$ cat config.mk
export PLATFORM = sky130hd
export DESIGN_NAME = status_led_pattern_driver
export DESIGN_NICKNAME = d
export VERILOG_FILES = /design/src/rtl/sld_pkg.sv /design/src/rtl/sld_pat_if.sv /design/src/rtl/sld_pattern_gen.sv /design/src/rtl/sld_irq.sv /design/src/rtl/status_led_pattern_driver.sv
export VERILOG_INCLUDE_DIRS = /design/src /design/src/rtl
export SDC_FILE = /design/constraint.sdc
export NUM_CORES = 1
export LEC_CHECK = 0
export BUFFER_PORTS_ARGS = -buffer_cell sky130_fd_sc_hd__buf_2
export CAP_MARGIN = 20
export CORE_ASPECT_RATIO = 0.7
export CORE_MARGIN = 5
export CORE_UTILIZATION = 27
export CTS_BUF_LIST = sky130_fd_sc_hd__clkbuf_16
export DETAILED_ROUTE_END_ITERATION = 6
export PLACE_DENSITY_LB_ADDON = 0.1
export SYNTH_ARGS = -nofsm -noshare
export SYNTH_HDL_FRONTEND = slang
export SYNTH_HIERARCHICAL = 1
export SYNTH_SLANG_ARGS = --single-unit
$ cat constraint.sdc
create_clock -name pclk -period 2.15 [get_ports pclk]
set_input_delay 0.3225 -clock pclk [delete_from_list [all_inputs] [get_ports pclk]]
set_output_delay 0.3225 -clock pclk [all_outputs]
set_load 0.1 [all_outputs]
$ cat src/rtl/sld_regs.svh
// Register offsets, field positions, reset values and timing figures
`ifndef SLD_REGS_SVH
`define SLD_REGS_SVH
`define SLD_CLK_HZ         20000000
`define SLD_FLICKER_MS     50
`define SLD_BLINK_MS       200
`define SLD_GAP_MS         1000
`define SLD_CTRL_OFS       8'h00
`define SLD_COND_OFS       8'h04
`define SLD_INT_STAT_OFS   8'h08
`define SLD_INT_MASK_OFS   8'h0C
`define SLD_CTRL_TEST_BIT  0
`define SLD_CTRL_RST       1'h0
`define SLD_MASK_RST       4'h0
`define SLD_EV_WDOG        0
`define SLD_EV_PWR         1
`define SLD_EV_BUS         2
`define SLD_EV_NFE         3
`define SLD_COND_RUN_BIT   16
`define SLD_COND_FAULT_BIT 17
`endif

$ cat src/rtl/sld_pkg.sv
// Types shared by the status indicator driver modules
package sld_pkg;
	typedef enum logic [2:0] {
		SLD_PAT_OFF     = 3'b000,
		SLD_PAT_ON      = 3'b001,
		SLD_PAT_FLICKER = 3'b010,
		SLD_PAT_BLINK1  = 3'b011,
		SLD_PAT_BLINK2  = 3'b100
	} sld_pat_t;
	typedef enum logic [1:0] {
		SLD_PH_ON1  = 2'b00,
		SLD_PH_OFF1 = 2'b01,
		SLD_PH_ON2  = 2'b10,
		SLD_PH_GAP  = 2'b11
	} sld_phase_t;
	typedef logic [24:0] sld_cnt_t;
endpackage : sld_pkg

$ cat src/rtl/sld_pat_if.sv
// Pattern request and indicator level between selector and generator
`timescale 1ns/10ps
interface sld_pat_if;
	sld_pkg::sld_pat_t mode;
	logic              led;
	modport sel (output mode, input led);
	modport gen (input mode, output led);
endinterface : sld_pat_if

$ cat src/rtl/sld_pattern_gen.sv
// Indicator waveform generator for one status indicator
`timescale 1ns/10ps
module sld_pattern_gen #(
	parameter sld_pkg::sld_cnt_t FLICKER_CYC = 25'h0F4240,
	parameter sld_pkg::sld_cnt_t BLINK_CYC   = 25'h3D0900,
	parameter sld_pkg::sld_cnt_t GAP_CYC     = 25'h1312D00
) (
	// Clock and reset
	input wire logic pclk,
	input wire logic presetn,
	// Pattern request
	sld_pat_if.gen   pat
);
	typedef struct packed {
		sld_pkg::sld_pat_t   mode;
		sld_pkg::sld_phase_t phase;
		sld_pkg::sld_cnt_t   cnt;
		logic                led;
	} sld_gen_state_t;

	sld_gen_state_t    st;
	sld_gen_state_t    next_st;
	sld_pkg::sld_cnt_t span;

	always_comb begin
		next_st = st;
		if (st.mode == sld_pkg::SLD_PAT_FLICKER)
			span = FLICKER_CYC;
		else if (st.phase == sld_pkg::SLD_PH_GAP)
			span = GAP_CYC;
		else
			span = BLINK_CYC;
		// A new request restarts at the first on period
		if (pat.mode != st.mode) begin
			next_st.mode  = pat.mode;
			next_st.phase = sld_pkg::SLD_PH_ON1;
			next_st.cnt   = '0;
		end else if (st.cnt == span - 25'h1) begin
			next_st.cnt = '0;
			unique case (st.phase)
				sld_pkg::SLD_PH_ON1: next_st.phase = sld_pkg::SLD_PH_OFF1;
				sld_pkg::SLD_PH_OFF1: next_st.phase = (st.mode == sld_pkg::SLD_PAT_BLINK2) ?
					sld_pkg::SLD_PH_ON2 : sld_pkg::SLD_PH_ON1;
				sld_pkg::SLD_PH_ON2: next_st.phase = sld_pkg::SLD_PH_GAP;
				sld_pkg::SLD_PH_GAP: next_st.phase = sld_pkg::SLD_PH_ON1;
			endcase
		end else begin
			next_st.cnt = st.cnt + 25'h1;
		end
		unique case (next_st.mode)
			sld_pkg::SLD_PAT_OFF: next_st.led = 1'b0;
			sld_pkg::SLD_PAT_ON: next_st.led = 1'b1;
			default: next_st.led = (next_st.phase == sld_pkg::SLD_PH_ON1) ||
				(next_st.phase == sld_pkg::SLD_PH_ON2);
		endcase
	end

	always_ff @(posedge pclk or negedge presetn) begin
		if (!presetn)
			st <= '{mode: sld_pkg::SLD_PAT_OFF, phase: sld_pkg::SLD_PH_ON1, cnt: '0, led: 1'b0};
		else
			st <= next_st;
	end

	assign pat.led = st.led;
endmodule : sld_pattern_gen

$ cat src/rtl/sld_irq.sv
// Sticky event status, mask and level interrupt
`timescale 1ns/10ps
`include "sld_regs.svh"
module sld_irq (
	// Clock and reset
	input  wire logic       pclk,
	input  wire logic       presetn,
	// Events and software access
	input  wire logic [3:0] events,
	input  wire logic [3:0] clr,
	input  wire logic       mask_we,
	input  wire logic [3:0] mask_wdata,
	// State
	output logic      [3:0] status,
	output logic      [3:0] mask,
	output logic            irq
);
	typedef struct packed {
		logic [3:0] status;
		logic [3:0] mask;
		logic       irq;
	} sld_irq_state_t;

	sld_irq_state_t st;
	sld_irq_state_t next_st;

	always_comb begin
		next_st = st;
		// Set wins over a clear in the same cycle
		next_st.status = (st.status & ~clr) | events;
		if (mask_we)
			next_st.mask = mask_wdata;
		next_st.irq = |(next_st.status & next_st.mask);
	end

	always_ff @(posedge pclk or negedge presetn) begin
		if (!presetn)
			st <= '{status: 4'h0, mask: `SLD_MASK_RST, irq: 1'b0};
		else
			st <= next_st;
	end

	assign status = st.status;
	assign mask   = st.mask;
	assign irq    = st.irq;
endmodule : sld_irq

$ cat src/rtl/status_led_pattern_driver.sv
// Front-panel run and fault indicator driver with APB registers
//
// Implementation choices: the APB register port and the address map.
`timescale 1ns/10ps
`include "sld_regs.svh"
// Overview of operation
// - No power or failed: both dark
// - Operational and tested: run steady on
// - Watchdog expired: both steady on
// - Pre-operational: run single blink
// - Field power lost or short: fault flickers
// - Nonfatal error: fault single blink
// - Island bus stopped: fault double blink
// - Flicker is 50 ms on, 50 off
// - Single blink is 200 ms on, 200 off
// - Double blink: on, off, on again
// - Supply fault may arrive 15 ms late
// - Local field power fault shown immediately
module status_led_pattern_driver #(
	parameter int FLICKER_CYC = `SLD_FLICKER_MS * (`SLD_CLK_HZ / 1000),
	parameter int BLINK_CYC   = `SLD_BLINK_MS * (`SLD_CLK_HZ / 1000),
	parameter int GAP_CYC     = `SLD_GAP_MS * (`SLD_CLK_HZ / 1000)
) (
	// Clock and reset
	input  wire logic        pclk,
	input  wire logic        presetn,
	// APB slave
	input  wire logic [7:0]  paddr,
	input  wire logic        psel,
	input  wire logic        penable,
	input  wire logic        pwrite,
	input  wire logic [31:0] pwdata,
	output logic             pready,
	output logic      [31:0] prdata,
	output logic             pslverr,
	// Module status conditions
	input  wire logic        logic_power_ok,
	input  wire logic        module_failed,
	input  wire logic        self_test_passed,
	input  wire logic        operational,
	input  wire logic        watchdog_expired,
	input  wire logic        preop_mode,
	input  wire logic        field_power_local_lost,
	input  wire logic        power_distribution_module_fault,
	input  wire logic        nonfatal_error,
	input  wire logic        island_bus_stopped,
	// Indicators
	output logic             run_led,
	output logic             fault_led,
	// Interrupt
	output logic             irq
);
	typedef struct packed {
		logic        lamp_test;
		logic [3:0]  prev_ev;
		logic        run_led;
		logic        fault_led;
		logic        ready;
		logic [31:0] rdata;
		logic        slverr;
	} sld_top_state_t;

	sld_top_state_t st;
	sld_top_state_t next_st;

	sld_pat_if run_pat ();
	sld_pat_if fault_pat ();

	logic       live;
	logic       pwr_fault;
	logic [3:0] ev_level;
	logic [3:0] ev_pulse;
	logic [3:0] int_clr;
	logic       mask_we;
	logic [3:0] int_status;
	logic [3:0] int_mask;
	logic       access;
	logic       commit;
	logic [2:0] wr_sel;
	logic [2:0] rd_sel;

	// Returns {hit, index}; low address bits are ignored
	function automatic logic [2:0] sld_reg_sel(input logic [7:0] addr);
		logic [7:0] word;
		word = {addr[7:2], 2'b00};
		if (word == `SLD_CTRL_OFS)
			sld_reg_sel = 3'b100;
		else if (word == `SLD_COND_OFS)
			sld_reg_sel = 3'b101;
		else if (word == `SLD_INT_STAT_OFS)
			sld_reg_sel = 3'b110;
		else if (word == `SLD_INT_MASK_OFS)
			sld_reg_sel = 3'b111;
		else
			sld_reg_sel = 3'b000;
	endfunction : sld_reg_sel

	sld_pattern_gen #(
		.FLICKER_CYC (sld_pkg::sld_cnt_t'(FLICKER_CYC)),
		.BLINK_CYC   (sld_pkg::sld_cnt_t'(BLINK_CYC)),
		.GAP_CYC     (sld_pkg::sld_cnt_t'(GAP_CYC))
	) u_run_gen (
		.pclk    (pclk),
		.presetn (presetn),
		.pat     (run_pat.gen)
	);

	sld_pattern_gen #(
		.FLICKER_CYC (sld_pkg::sld_cnt_t'(FLICKER_CYC)),
		.BLINK_CYC   (sld_pkg::sld_cnt_t'(BLINK_CYC)),
		.GAP_CYC     (sld_pkg::sld_cnt_t'(GAP_CYC))
	) u_fault_gen (
		.pclk    (pclk),
		.presetn (presetn),
		.pat     (fault_pat.gen)
	);

	sld_irq u_irq (
		.pclk       (pclk),
		.presetn    (presetn),
		.events     (ev_pulse),
		.clr        (int_clr),
		.mask_we    (mask_we),
		.mask_wdata (pwdata[3:0]),
		.status     (int_status),
		.mask       (int_mask),
		.irq        (irq)
	);

	// Condition qualification
	always_comb begin
		live = logic_power_ok & ~module_failed;
		// The supply fault is already late from its detector; no extra filter here
		pwr_fault = power_distribution_module_fault;
		// Local field loss bypasses any delay
		pwr_fault = pwr_fault | field_power_local_lost;
		ev_level = 4'h0;
		ev_level[`SLD_EV_WDOG] = watchdog_expired;
		ev_level[`SLD_EV_PWR]  = pwr_fault;
		ev_level[`SLD_EV_BUS]  = island_bus_stopped;
		ev_level[`SLD_EV_NFE]  = nonfatal_error;
		ev_pulse = ev_level & ~st.prev_ev;
	end

	// Run indicator selection
	always_comb begin
		if (!live)
			run_pat.mode = sld_pkg::SLD_PAT_OFF;
		else if (watchdog_expired)
			run_pat.mode = sld_pkg::SLD_PAT_ON;
		else if (preop_mode)
			run_pat.mode = sld_pkg::SLD_PAT_BLINK1;
		else if (self_test_passed && operational)
			run_pat.mode = sld_pkg::SLD_PAT_ON;
		else
			run_pat.mode = sld_pkg::SLD_PAT_OFF;
	end

	// Fault indicator selection, watchdog highest once live
	always_comb begin
		if (!live)
			fault_pat.mode = sld_pkg::SLD_PAT_OFF;
		else if (watchdog_expired)
			fault_pat.mode = sld_pkg::SLD_PAT_ON;
		else if (pwr_fault)
			fault_pat.mode = sld_pkg::SLD_PAT_FLICKER;
		else if (island_bus_stopped)
			fault_pat.mode = sld_pkg::SLD_PAT_BLINK2;
		else if (nonfatal_error)
			fault_pat.mode = sld_pkg::SLD_PAT_BLINK1;
		else
			fault_pat.mode = sld_pkg::SLD_PAT_OFF;
	end

	// APB handshake: one wait state, writes land when pready is seen high
	always_comb begin
		access  = psel & penable;
		commit  = access & st.ready;
		wr_sel  = sld_reg_sel(paddr);
		rd_sel  = sld_reg_sel(paddr);
		int_clr = 4'h0;
		mask_we = 1'b0;
		if (commit && pwrite && wr_sel == 3'b110)
			int_clr = pwdata[3:0];
		if (commit && pwrite && wr_sel == 3'b111)
			mask_we = 1'b1;
	end

	always_comb begin
		next_st = st;
		next_st.prev_ev = ev_level;
		next_st.ready   = access & ~st.ready;
		if (access && !st.ready) begin
			next_st.slverr = ~rd_sel[2];
			next_st.rdata  = 32'h0000_0000;
			if (!pwrite) begin
				unique case (rd_sel)
					3'b100: next_st.rdata[`SLD_CTRL_TEST_BIT] = st.lamp_test;
					3'b101: begin
						next_st.rdata[9:0] = {island_bus_stopped, nonfatal_error,
							power_distribution_module_fault, field_power_local_lost,
							preop_mode, watchdog_expired, operational,
							self_test_passed, module_failed, logic_power_ok};
						next_st.rdata[`SLD_COND_RUN_BIT]   = st.run_led;
						next_st.rdata[`SLD_COND_FAULT_BIT] = st.fault_led;
					end
					3'b110: next_st.rdata[3:0] = int_status;
					3'b111: next_st.rdata[3:0] = int_mask;
					default: next_st.rdata = 32'h0000_0000;
				endcase
			end
		end else if (!access) begin
			next_st.slverr = 1'b0;
		end
		if (commit && pwrite && wr_sel == 3'b100)
			next_st.lamp_test = pwdata[`SLD_CTRL_TEST_BIT];
		// Lamp test is held off without power so a dead module stays dark
		next_st.run_led   = live & (st.lamp_test | run_pat.led);
		next_st.fault_led = live & (st.lamp_test | fault_pat.led);
	end

	always_ff @(posedge pclk or negedge presetn) begin
		if (!presetn)
			st <= '{lamp_test: `SLD_CTRL_RST, prev_ev: 4'h0, run_led: 1'b0,
				fault_led: 1'b0, ready: 1'b0, rdata: 32'h0000_0000, slverr: 1'b0};
		else
			st <= next_st;
	end

	assign pready    = st.ready;
	assign prdata    = st.rdata;
	assign pslverr   = st.slverr;
	assign run_led   = st.run_led;
	assign fault_led = st.fault_led;
endmodule : status_led_pattern_driver

# After elaboration in Yosys (flattened, before gate mapping)

Cells that the tools add are included.

Register bits: 112
Bits of input ports: 55
Output and inout port bits: 37
Word-level logic and storage cells: 124

$add $sub $neg: 4
Equality and inequality tests: 26
Mux-type cells: 41
Bitwise gates (word level): 18
Reductions and logical operators: 17

Operators by type and width:

| operator              | count |
|---|---|
| $mux 25               | 6 |
| $mux 27               | 2 |
| $add 25x1->25 const B | 2 |
| $eq 25x25->1          | 2 |
| $sub 25x1->25 const B | 2 |
| $mux 3                | 10 |
| $eq 3x3->1 const B    | 6 |
| $mux 18               | 1 |
| $mux 2                | 9 |
| $pmux 2 s4            | 2 |
| $and 4x4->4           | 3 |
| $eq 2x2->1 const B    | 6 |
| $eq 6x2->1 const B    | 2 |
| $pmux 3 s3            | 1 |
| $logic_not 2->1       | 4 |
| $mux 4                | 2 |
| $not 4->4             | 2 |
| $and 1x1->1           | 6 |
| $eq 3x1->1 const B    | 2 |
| $eq 3x2->1 const B    | 2 |
| $eq 6x1->1 const B    | 1 |
| $logic_and 1x1->1     | 6 |
| $logic_not 3->1       | 2 |
| $logic_not 6->1       | 1 |
| 14 further kinds      | 24 |

# Longest topological paths before layout

Gate-level depths: netlist of the first run.

Word-level depth: 13
Gate-level depth with buffers: 8
Gate-level depth less buffers: 8

# Modules after synthesis

Netlist of the first run, hierarchy kept.

Modules (own cells, without submodules):

| module                    | instances | cells each | area an instance (µm²) |
|---|---|---|---|
| sld_pattern_gen           | 2         | 174        | 1689.1 |
| status_led_pattern_driver | 1         | 134        | 1273.7 |
| sld_irq                   | 1         | 26         | 357.8 |

# Worst setup path after synthesis of the first run

OpenSTA, ideal clock, no wires.

Path type: flip-flop to flip-flop
From: register st, in the netlist pready
To: register u_irq.st, in the netlist u_irq/irq
Setup time: 0.132 ns
Data arrival time: 2.160 ns
Data required time: 2.018 ns
Path slack: -0.142 ns
Cell stages (with the launch flop): 6
Path buffers: 0
Cells stage by stage: dfrtp_1 -> nand4_1 -> nor3_1 -> mux2_2 -> o21ai_2 -> nand4_1

RTL lines:

| item                     | line                             | text |
|---|---|---|
| start: declaration       | status_led_pattern_driver.sv:63  | `sld_top_state_t st;` |
| start signal: assignment | status_led_pattern_driver.sv:224 | `` st <= '{lamp_test: `SLD_CTRL_RST, prev_ev: 4'h0, run_led: 1'b0, `` |
| start signal: assignment | status_led_pattern_driver.sv:227 | `st <= next_st;` |
| end signal: assignment   | sld_irq.sv:38                    | `` st <= '{status: 4'h0, mask: `SLD_MASK_RST, irq: 1'b0}; `` |
| end signal: assignment   | sld_irq.sv:40                    | `st <= next_st;` |
| end: declaration         | sld_irq.sv:24                    | `sld_irq_state_t st;` |

==> metrics.yaml, run 1 <==
run_status:
  status: "complete, no violations"
clock_tree:
  cts_sinks: 92
  clock_latency_ns: 0.34
  htree_levels: 3
  cts-root-buf: "clkbuf_16"
  cts_buffers: 9
  tritoncts: "yes"
  ctsLongestPathBuffers: 2
  cts.clk_slew.worst_paths_ns: 0.07
worst_setup_path:
  path_max_fanout: 3
  reg2reg_setup_slack_ns: 0.07
  end_kind: "flop"
  crit_chain: "or3b_1 -> a311oi_2 -> o21ai_2 -> buf_4 -> or3_1 -> a21oi_2"
  slowest_delay_ns: 0.42
  cp.arrival_ns: 2.35
  slowest_stage: "or3b_1"
  setup.worst_path.start_class: "flop"
  path_class: "reg -> reg"
  required_ns: 2.42
synth:
  netlist_area_um2: 5010
  avgSynthCellArea_um2: 9.862
  synth_flop_cell: "dfrtp_1"
  netlist_instances: 508
  synth_edf_count: 0
  synth_top_area_share_pct: 45.95
  yosys_warnings: 6
  ys_types: 54
  synthTopCellsByArea: "dfrtp_1, buf_4, xor2_1, nor2_1, nand4_1"
  yosys-top-cells-count: "dfrtp_1, nor2_1, buf_4, nand2_1, xor2_1"
  synth_seq_area_share_pct: 45.95
  yosys.area.top_type: "dfrtp_1"
  async_flop_share_pct: 100.0
  yosys_register_bits: 92
  synth.most_common_cell: "dfrtp_1"
floorplanning:
  core_um2: 18110
  ios: 92
  fp.dieH_um: 124.0
  initial_core_util_pct: 27.67
  die_width_um: 172.8
  row_count: 41
  die-area_um2: 21420
sta:
  finalWorstSetupSlack_ns: 0.06656
  rsz0062_at_grt: "true"
  slew_viol_final: 0
  worst_pin_slew_ns: 0.5527
  fin_crit_sh_pct: 96.90
  fmax_ghz: 0.4800
  finalCriticalPeriod_ns: 2.083
  skew_ns: 0.005754
  finalSetupViolations: 0
  relSlewSlack_pct: 63.15
  finalHoldViolations: 0
place:
  place_congestion: 0.7466
  port_buffers: 41
  place_ws_ns: -0.1616
  hpwlAfterDp_mm: 8.880
  placedCellCount: 800
global_route:
  gr-usage-met1_pct: 17.47
  overflow: 0
  grt_max_degree: 40
  grtUsageMet3_pct: 2.791
  top_usage_layer: "met1"
  grt_pass1_vias: 3725
  grt_pass1_wl_mm: 19.86
  grt_use_met2_pct: 16.67
  antenna_found_initial: 0
  grt_usage_pct: 11.52
layout:
  nets: 640
  fillers: 1869
  diodes: 0
  drive_gt1_share_pct: 26.36
  synthToLayoutAreaGrowth_pct: 21.38
  stdcell_count: 824
  postLayoutCoreUtil_pct: 33.58
routing:
  drt-initial-drc-count: 173
  dr_total_vias: 3774
  drt_wl_total_mm: 12.05
  antenna_left: 0
  drc: 0
  wire_per_inst_um: 14.62
  viasPerCell: 4.580
  first_pass_iters: 4
power_and_ir_drop:
  power_density_nw_per_um2: 667.3
  p_total_mw: 4.058
  peakVddDrop_uv: 325.6
  p_leak_nw: 2.644
flow_run:
  drv_cap: 0
hold_path:
  hold_class: "in -> reg"
==> routing by layer <==
metal	up-vias	wire, um	share of wire, %
li1	1881	-	-
met1	1839	6545	54
met2	46	4973	41
met3	8	426	3.5
met4	0	103	0.85
met5	-	0	0
==> report_power, final <==
part	leakage (nW)	internal, mW	total (mW)	switching [mW]
clock network	0.147	1.01	1.70	0.689
registers	1.23	1.78	1.82	0.0441
logic	1.26	0.148	0.534	0.386
total	2.64	2.94	4.06	1.12
==> cells by family after synthesis <==
family                   after synthesis  share of synthesized area, %
AO/OA/AOI/OAI                         62                         9.241
AND/OR/NAND/NOR                      229                         25.62
other                                  1                       0.07485
adder cells (fa/ha/maj)                2                        0.4994
flip-flops                            92                         45.95
buffers and inverters                 64                         7.717
XOR/XNOR                              46                         8.042
multiplexers                          12                         2.847
==> critical path, delay by kind of cell, from the launching register on <==
family / cells / cell delay, ns
buf+inv: 1 / 0.17
flops: 1 / 0.40
compound gates: 3 / 0.67
simple gates: 2 / 0.77
==> metrics by stage <==
stage / setup TNS, ns / hold slack, ns / instance area, um^2
global route: -0.008880 / 0.09314 / 6081
detailed placement: -3.709 / 0.3492 / 5622
floorplan: 0 / 0.02691 / 5101
CTS: 0 / 0.08810 / 5995
finish: 0 / 0.09989 / 6081
global placement: -3.519 / 0.3491 / 5622
==> worst paths after layout <==
check | from | to | cells past startpoint
setup / recovery | u_fault_gen/st[30] | u_fault_gen/st[26] | 6
hold / removal | island_bus_stopped | st[38] | 1
setup reg to reg | u_fault_gen/st[30] | u_fault_gen/st[26] | 6
hold reg to reg | prdata[16] | prdata[16] | 2
max in group asynchronous | presetn | pready | 3
min in group asynchronous | presetn | u_fault_gen/st[28] | 2
==> registers in the layout (all words and copies together), names as in the netlist, 4 cells and up <==
register and count:
u_fault_gen/st 30, u_run_gen/st 30, prdata 12, st 5, u_irq/mask 4, u_irq/status 4
==> cells in the final DEF (no fill, tap or decap), types with 7 or more instances in the layout <==
| cell | synthesis | layout |
|---|---|---|
| or3_1 | 8 | 8 |
| buf_2 | 2 | 40 |
| nand3_1 | 14 | 14 |
| mux2_2 | 8 | 8 |
| dfrtp_1 | 92 | 90 |
| buf_4 | 36 | 48 |
| and4_1 | 8 | 8 |
| nand2_1 | 36 | 36 |
| nor2b_1 | 7 | 7 |
| nand4_1 | 24 | 24 |
| inv_1 | 8 | 8 |
| o21ai_0 | 14 | 14 |
| a21oi_1 | 10 | 9 |
| xor2_1 | 30 | 30 |
| nor2_1 | 63 | 63 |
| a22o_1 | 7 | 7 |
| nor3_1 | 14 | 13 |
| conb_1 | 1 | 25 |
| o21ai_2 | 7 | 8 |
| clkbuf_16 | 0 | 9 |
| xnor2_1 | 16 | 16 |
==> final cells by class <==
class | count | area [um^2] | area share, %
multi-input combinational | 377 | 2469 | 40.60
inverter | 9 | 33.78 | 0.5556
sequential | 92 | 2305 | 37.90
clock inverter | 7 | 91.34 | 1.502
clock buffer | 9 | 225.2 | 3.704
tap | 236 | 295.3 | 4.856
timing repair buffer | 94 | 661.9 | 10.88
==> what timing repair did <==
action / in CTS / in global routing
pin swaps: 3 / 7
setup endpoints to repair: 26 / 28
gates resized for setup: 3 / 7
hold endpoints to repair: 31 / 0
gates cloned: 1 / 0
buffers inserted: 2 / 4
hold buffers: 1 / 0
Power figures use the tool's default switching activity.
==> run 2, diff against run 1 <==
Settings changed: ABC_AREA from default to 1, CORE_ASPECT_RATIO 0.7 to 0.5.
==> run 2 against run 1 <==
Net effect:
- die area increased by 11%
- largest power group unchanged
- area after synthesis increased by 11%
- critical path depth increased by 5
- cell count increased by 31%
- cell area increased by 4.1%
- utilization decreased by 2.6 points
==> metrics.yaml, run 2 <==
run_status:
  status: "complete, no violations"
synth:
  synth_top_area_share_pct: 41.26
  synthTopCellsByArea: "dfrtp_1, nand2_1, nor2_1, inv_1, nand3_1"
  netlist_area_um2: 5579
  yosys-top-cells-count: "nand2_1, nor2_1, inv_1"
  avgSynthCellArea_um2: 7.331
  synth_flop_cell: "dfrtp_1"
  synth_seq_area_share_pct: 41.26
  ys_types: 38
  yosys.area.top_type: "dfrtp_1"
  synth.most_common_cell: "nand2_1"
  netlist_instances: 761
  yosys_warnings: 6
  synth_edf_count: 0
  async_flop_share_pct: 100.0
  yosys_register_bits: 92
clock_tree:
  ctsLongestPathBuffers: 2
  cts_buffers: 9
  cts.clk_slew.worst_paths_ns: 0.07
  cts-root-buf: "clkbuf_16"
  htree_levels: 3
  clock_latency_ns: 0.35
  cts_sinks: 92
  tritoncts: "yes"
global_route:
  grt_pass1_wl_mm: 23.14
  grt_usage_pct: 11.97
  antenna_found_initial: 0
  grt_max_degree: 36
  grt_pass1_vias: 4581
  overflow: 0
place:
  place_ws_ns: 0.07099
  placedCellCount: 1063
  port_buffers: 41
  hpwlAfterDp_mm: 10.65
  place_congestion: 0.8531
  place_area_um2: 6011
routing:
  drc: 0
  antenna_left: 0
  dr_total_vias: 4617
  first_pass_iters: 4
  drt-initial-drc-count: 247
  drt_wl_total_mm: 13.70
  viasPerCell: 4.279
  wire_per_inst_um: 12.69
layout:
  ff_latch_area_um2: 2302
  final_common_cell: "nand2_1"
  postLayoutCoreUtil_pct: 31.00
  synthToLayoutAreaGrowth_pct: 13.46
  fillers: 2223
  multi_input_area_um2: 2640
  diodes: 0
  stdcell_count: 1079
  drive_gt1_share_pct: 16.63
  final_cell_mix: "nand2_1, nor2_1, inv_1"
  design_area_um2: 6330
  nets: 860
sta:
  fin_setup_tns_ns: 0
  finalWorstSetupSlack_ns: 0.2143
  relSlewSlack_pct: 65.12
  slew_viol_final: 0
  finalCriticalPeriod_ns: 1.936
  skew_ns: 0.01004
  fmax_ghz: 0.5166
  finalSetupViolations: 0
  worst_pin_slew_ns: 0.5233
  finalHoldViolations: 0
  rsz0062_at_grt: "false"
  fin_crit_sh_pct: 90.03
  hold_ws_ns: 0.1292
worst_setup_path:
  end_kind: "flop"
  reg2reg_setup_slack_ns: 0.21
  rr_worst_depth: 11
  path_class: "reg -> reg"
  r2r_start: "u_run_gen/st[1]"
  path_max_fanout: 4
  cp.arrival_ns: 2.17
  setup.worst_path.start_class: "flop"
  r2r-end: "u_run_gen/st[25]"
  required_ns: 2.38
floorplanning:
  ios: 92
  row_count: 37
  fp.dieH_um: 111.6
  die_width_um: 213.3
  die-area_um2: 23810
  core_um2: 20420
  initial_core_util_pct: 27.33
hold_path:
  worstHoldStart: "island_bus_stopped"
  hold-path-endpoint: "st[38]"
  min_path_cells: 1
  hold_class: "in -> reg"
power_and_ir_drop:
  p_total_mw: 3.900
  power_density_nw_per_um2: 616.2
  p_leak_nw: 3.156
  peakVddDrop_uv: 298.5
flow_run:
  drv_cap: 0
[run 2: changes by cell type in the layout (fill, tap and decap cells not counted), moves of 8 or more]
cell	delta
nand3_1	+36
nor2_4	+9
nand2_1	+151
nand4_1	-13
and4_1	-8
nor2_1	+54
xor2_1	-22
mux2_2	-8
or3_1	-8
nand2_2	+10
buf_4	-36
inv_1	+93
nor2_2	+13
[run 2: cell type report]
class	instances	area share, %
multi-input combinational	536	41.71
clock buffer	9	3.558
clock inverter	5	0.8697
sequential	92	36.37
inverter	108	6.404
timing repair buffer	56	5.693
tap	273	5.396
[run 2: how the worst max path moves through the flow]
stage	startpoint	endpoint	slack (ns)	cells past startpoint
2_1_floorplan	pready	u_irq/irq	0.1	10
3_3_place_gp	field_power_local_lost	u_fault_gen/st[21]	0.05	12
3_5_place_dp	field_power_local_lost	u_fault_gen/st[21]	0.07	12
4_1_cts	u_run_gen/st[1]	u_run_gen/st[27]	0.16	12
5_1_grt	u_run_gen/st[1]	u_run_gen/st[27]	0.005	12
6_report	u_run_gen/st[1]	u_run_gen/st[25]	0.21	11
[run 2: logic make-up after synthesis]
logic type               count (synthesis)  share of synthesized area, %
other                                    1                       0.06722
flip-flops                              92                         41.26
AO/OA/AOI/OAI                           43                         4.014
adder cells (fa/ha/maj)                  2                        0.4485
buffers and inverters                  155                         13.05
XOR/XNOR                                18                         2.826
AND/OR/NAND/NOR                        450                         38.33
[run 2: timing repair]
| item | 4_1_cts | 5_1_grt |
|---|---|---|
| endpoints found under the hold margin | 33 | 0 |
| buffers inserted | 0 | 1 |
| setup endpoints to repair | 0 | 1 |
| hold buffers | 1 | 0 |
| gates resized for setup | 0 | 1 |
[run 2: critical path, cell delays in order, from the launching register on]
cell and delay, ns:
dfrtp_1 0.39, ha_1 0.22, nand3_2 0.13, nor2_4 0.18, buf_12 0.12, nand3_2 0.07, nor2_2 0.16, nand2_4 0.10
nor2_4 0.13, nand3_2 0.10, o21ai_0 0.16, nor2_1 0.06
[run 2: per-layer routing]
layer / track usage, % / up-vias / routed length (um)
li1: - / 2387 / -
met1: 16.42 / 2166 / 6818
met2: 19.19 / 51 / 6316
met3: 2.731 / 13 / 399
met4: 3.006 / 0 / 162
met5: 0 / - / 0
[run 2: report_power, final]
part / switching (mW) / internal (mW)
sequential: 0.0438 / 1.78
clock: 0.684 / 0.885
combinational: 0.399 / 0.112
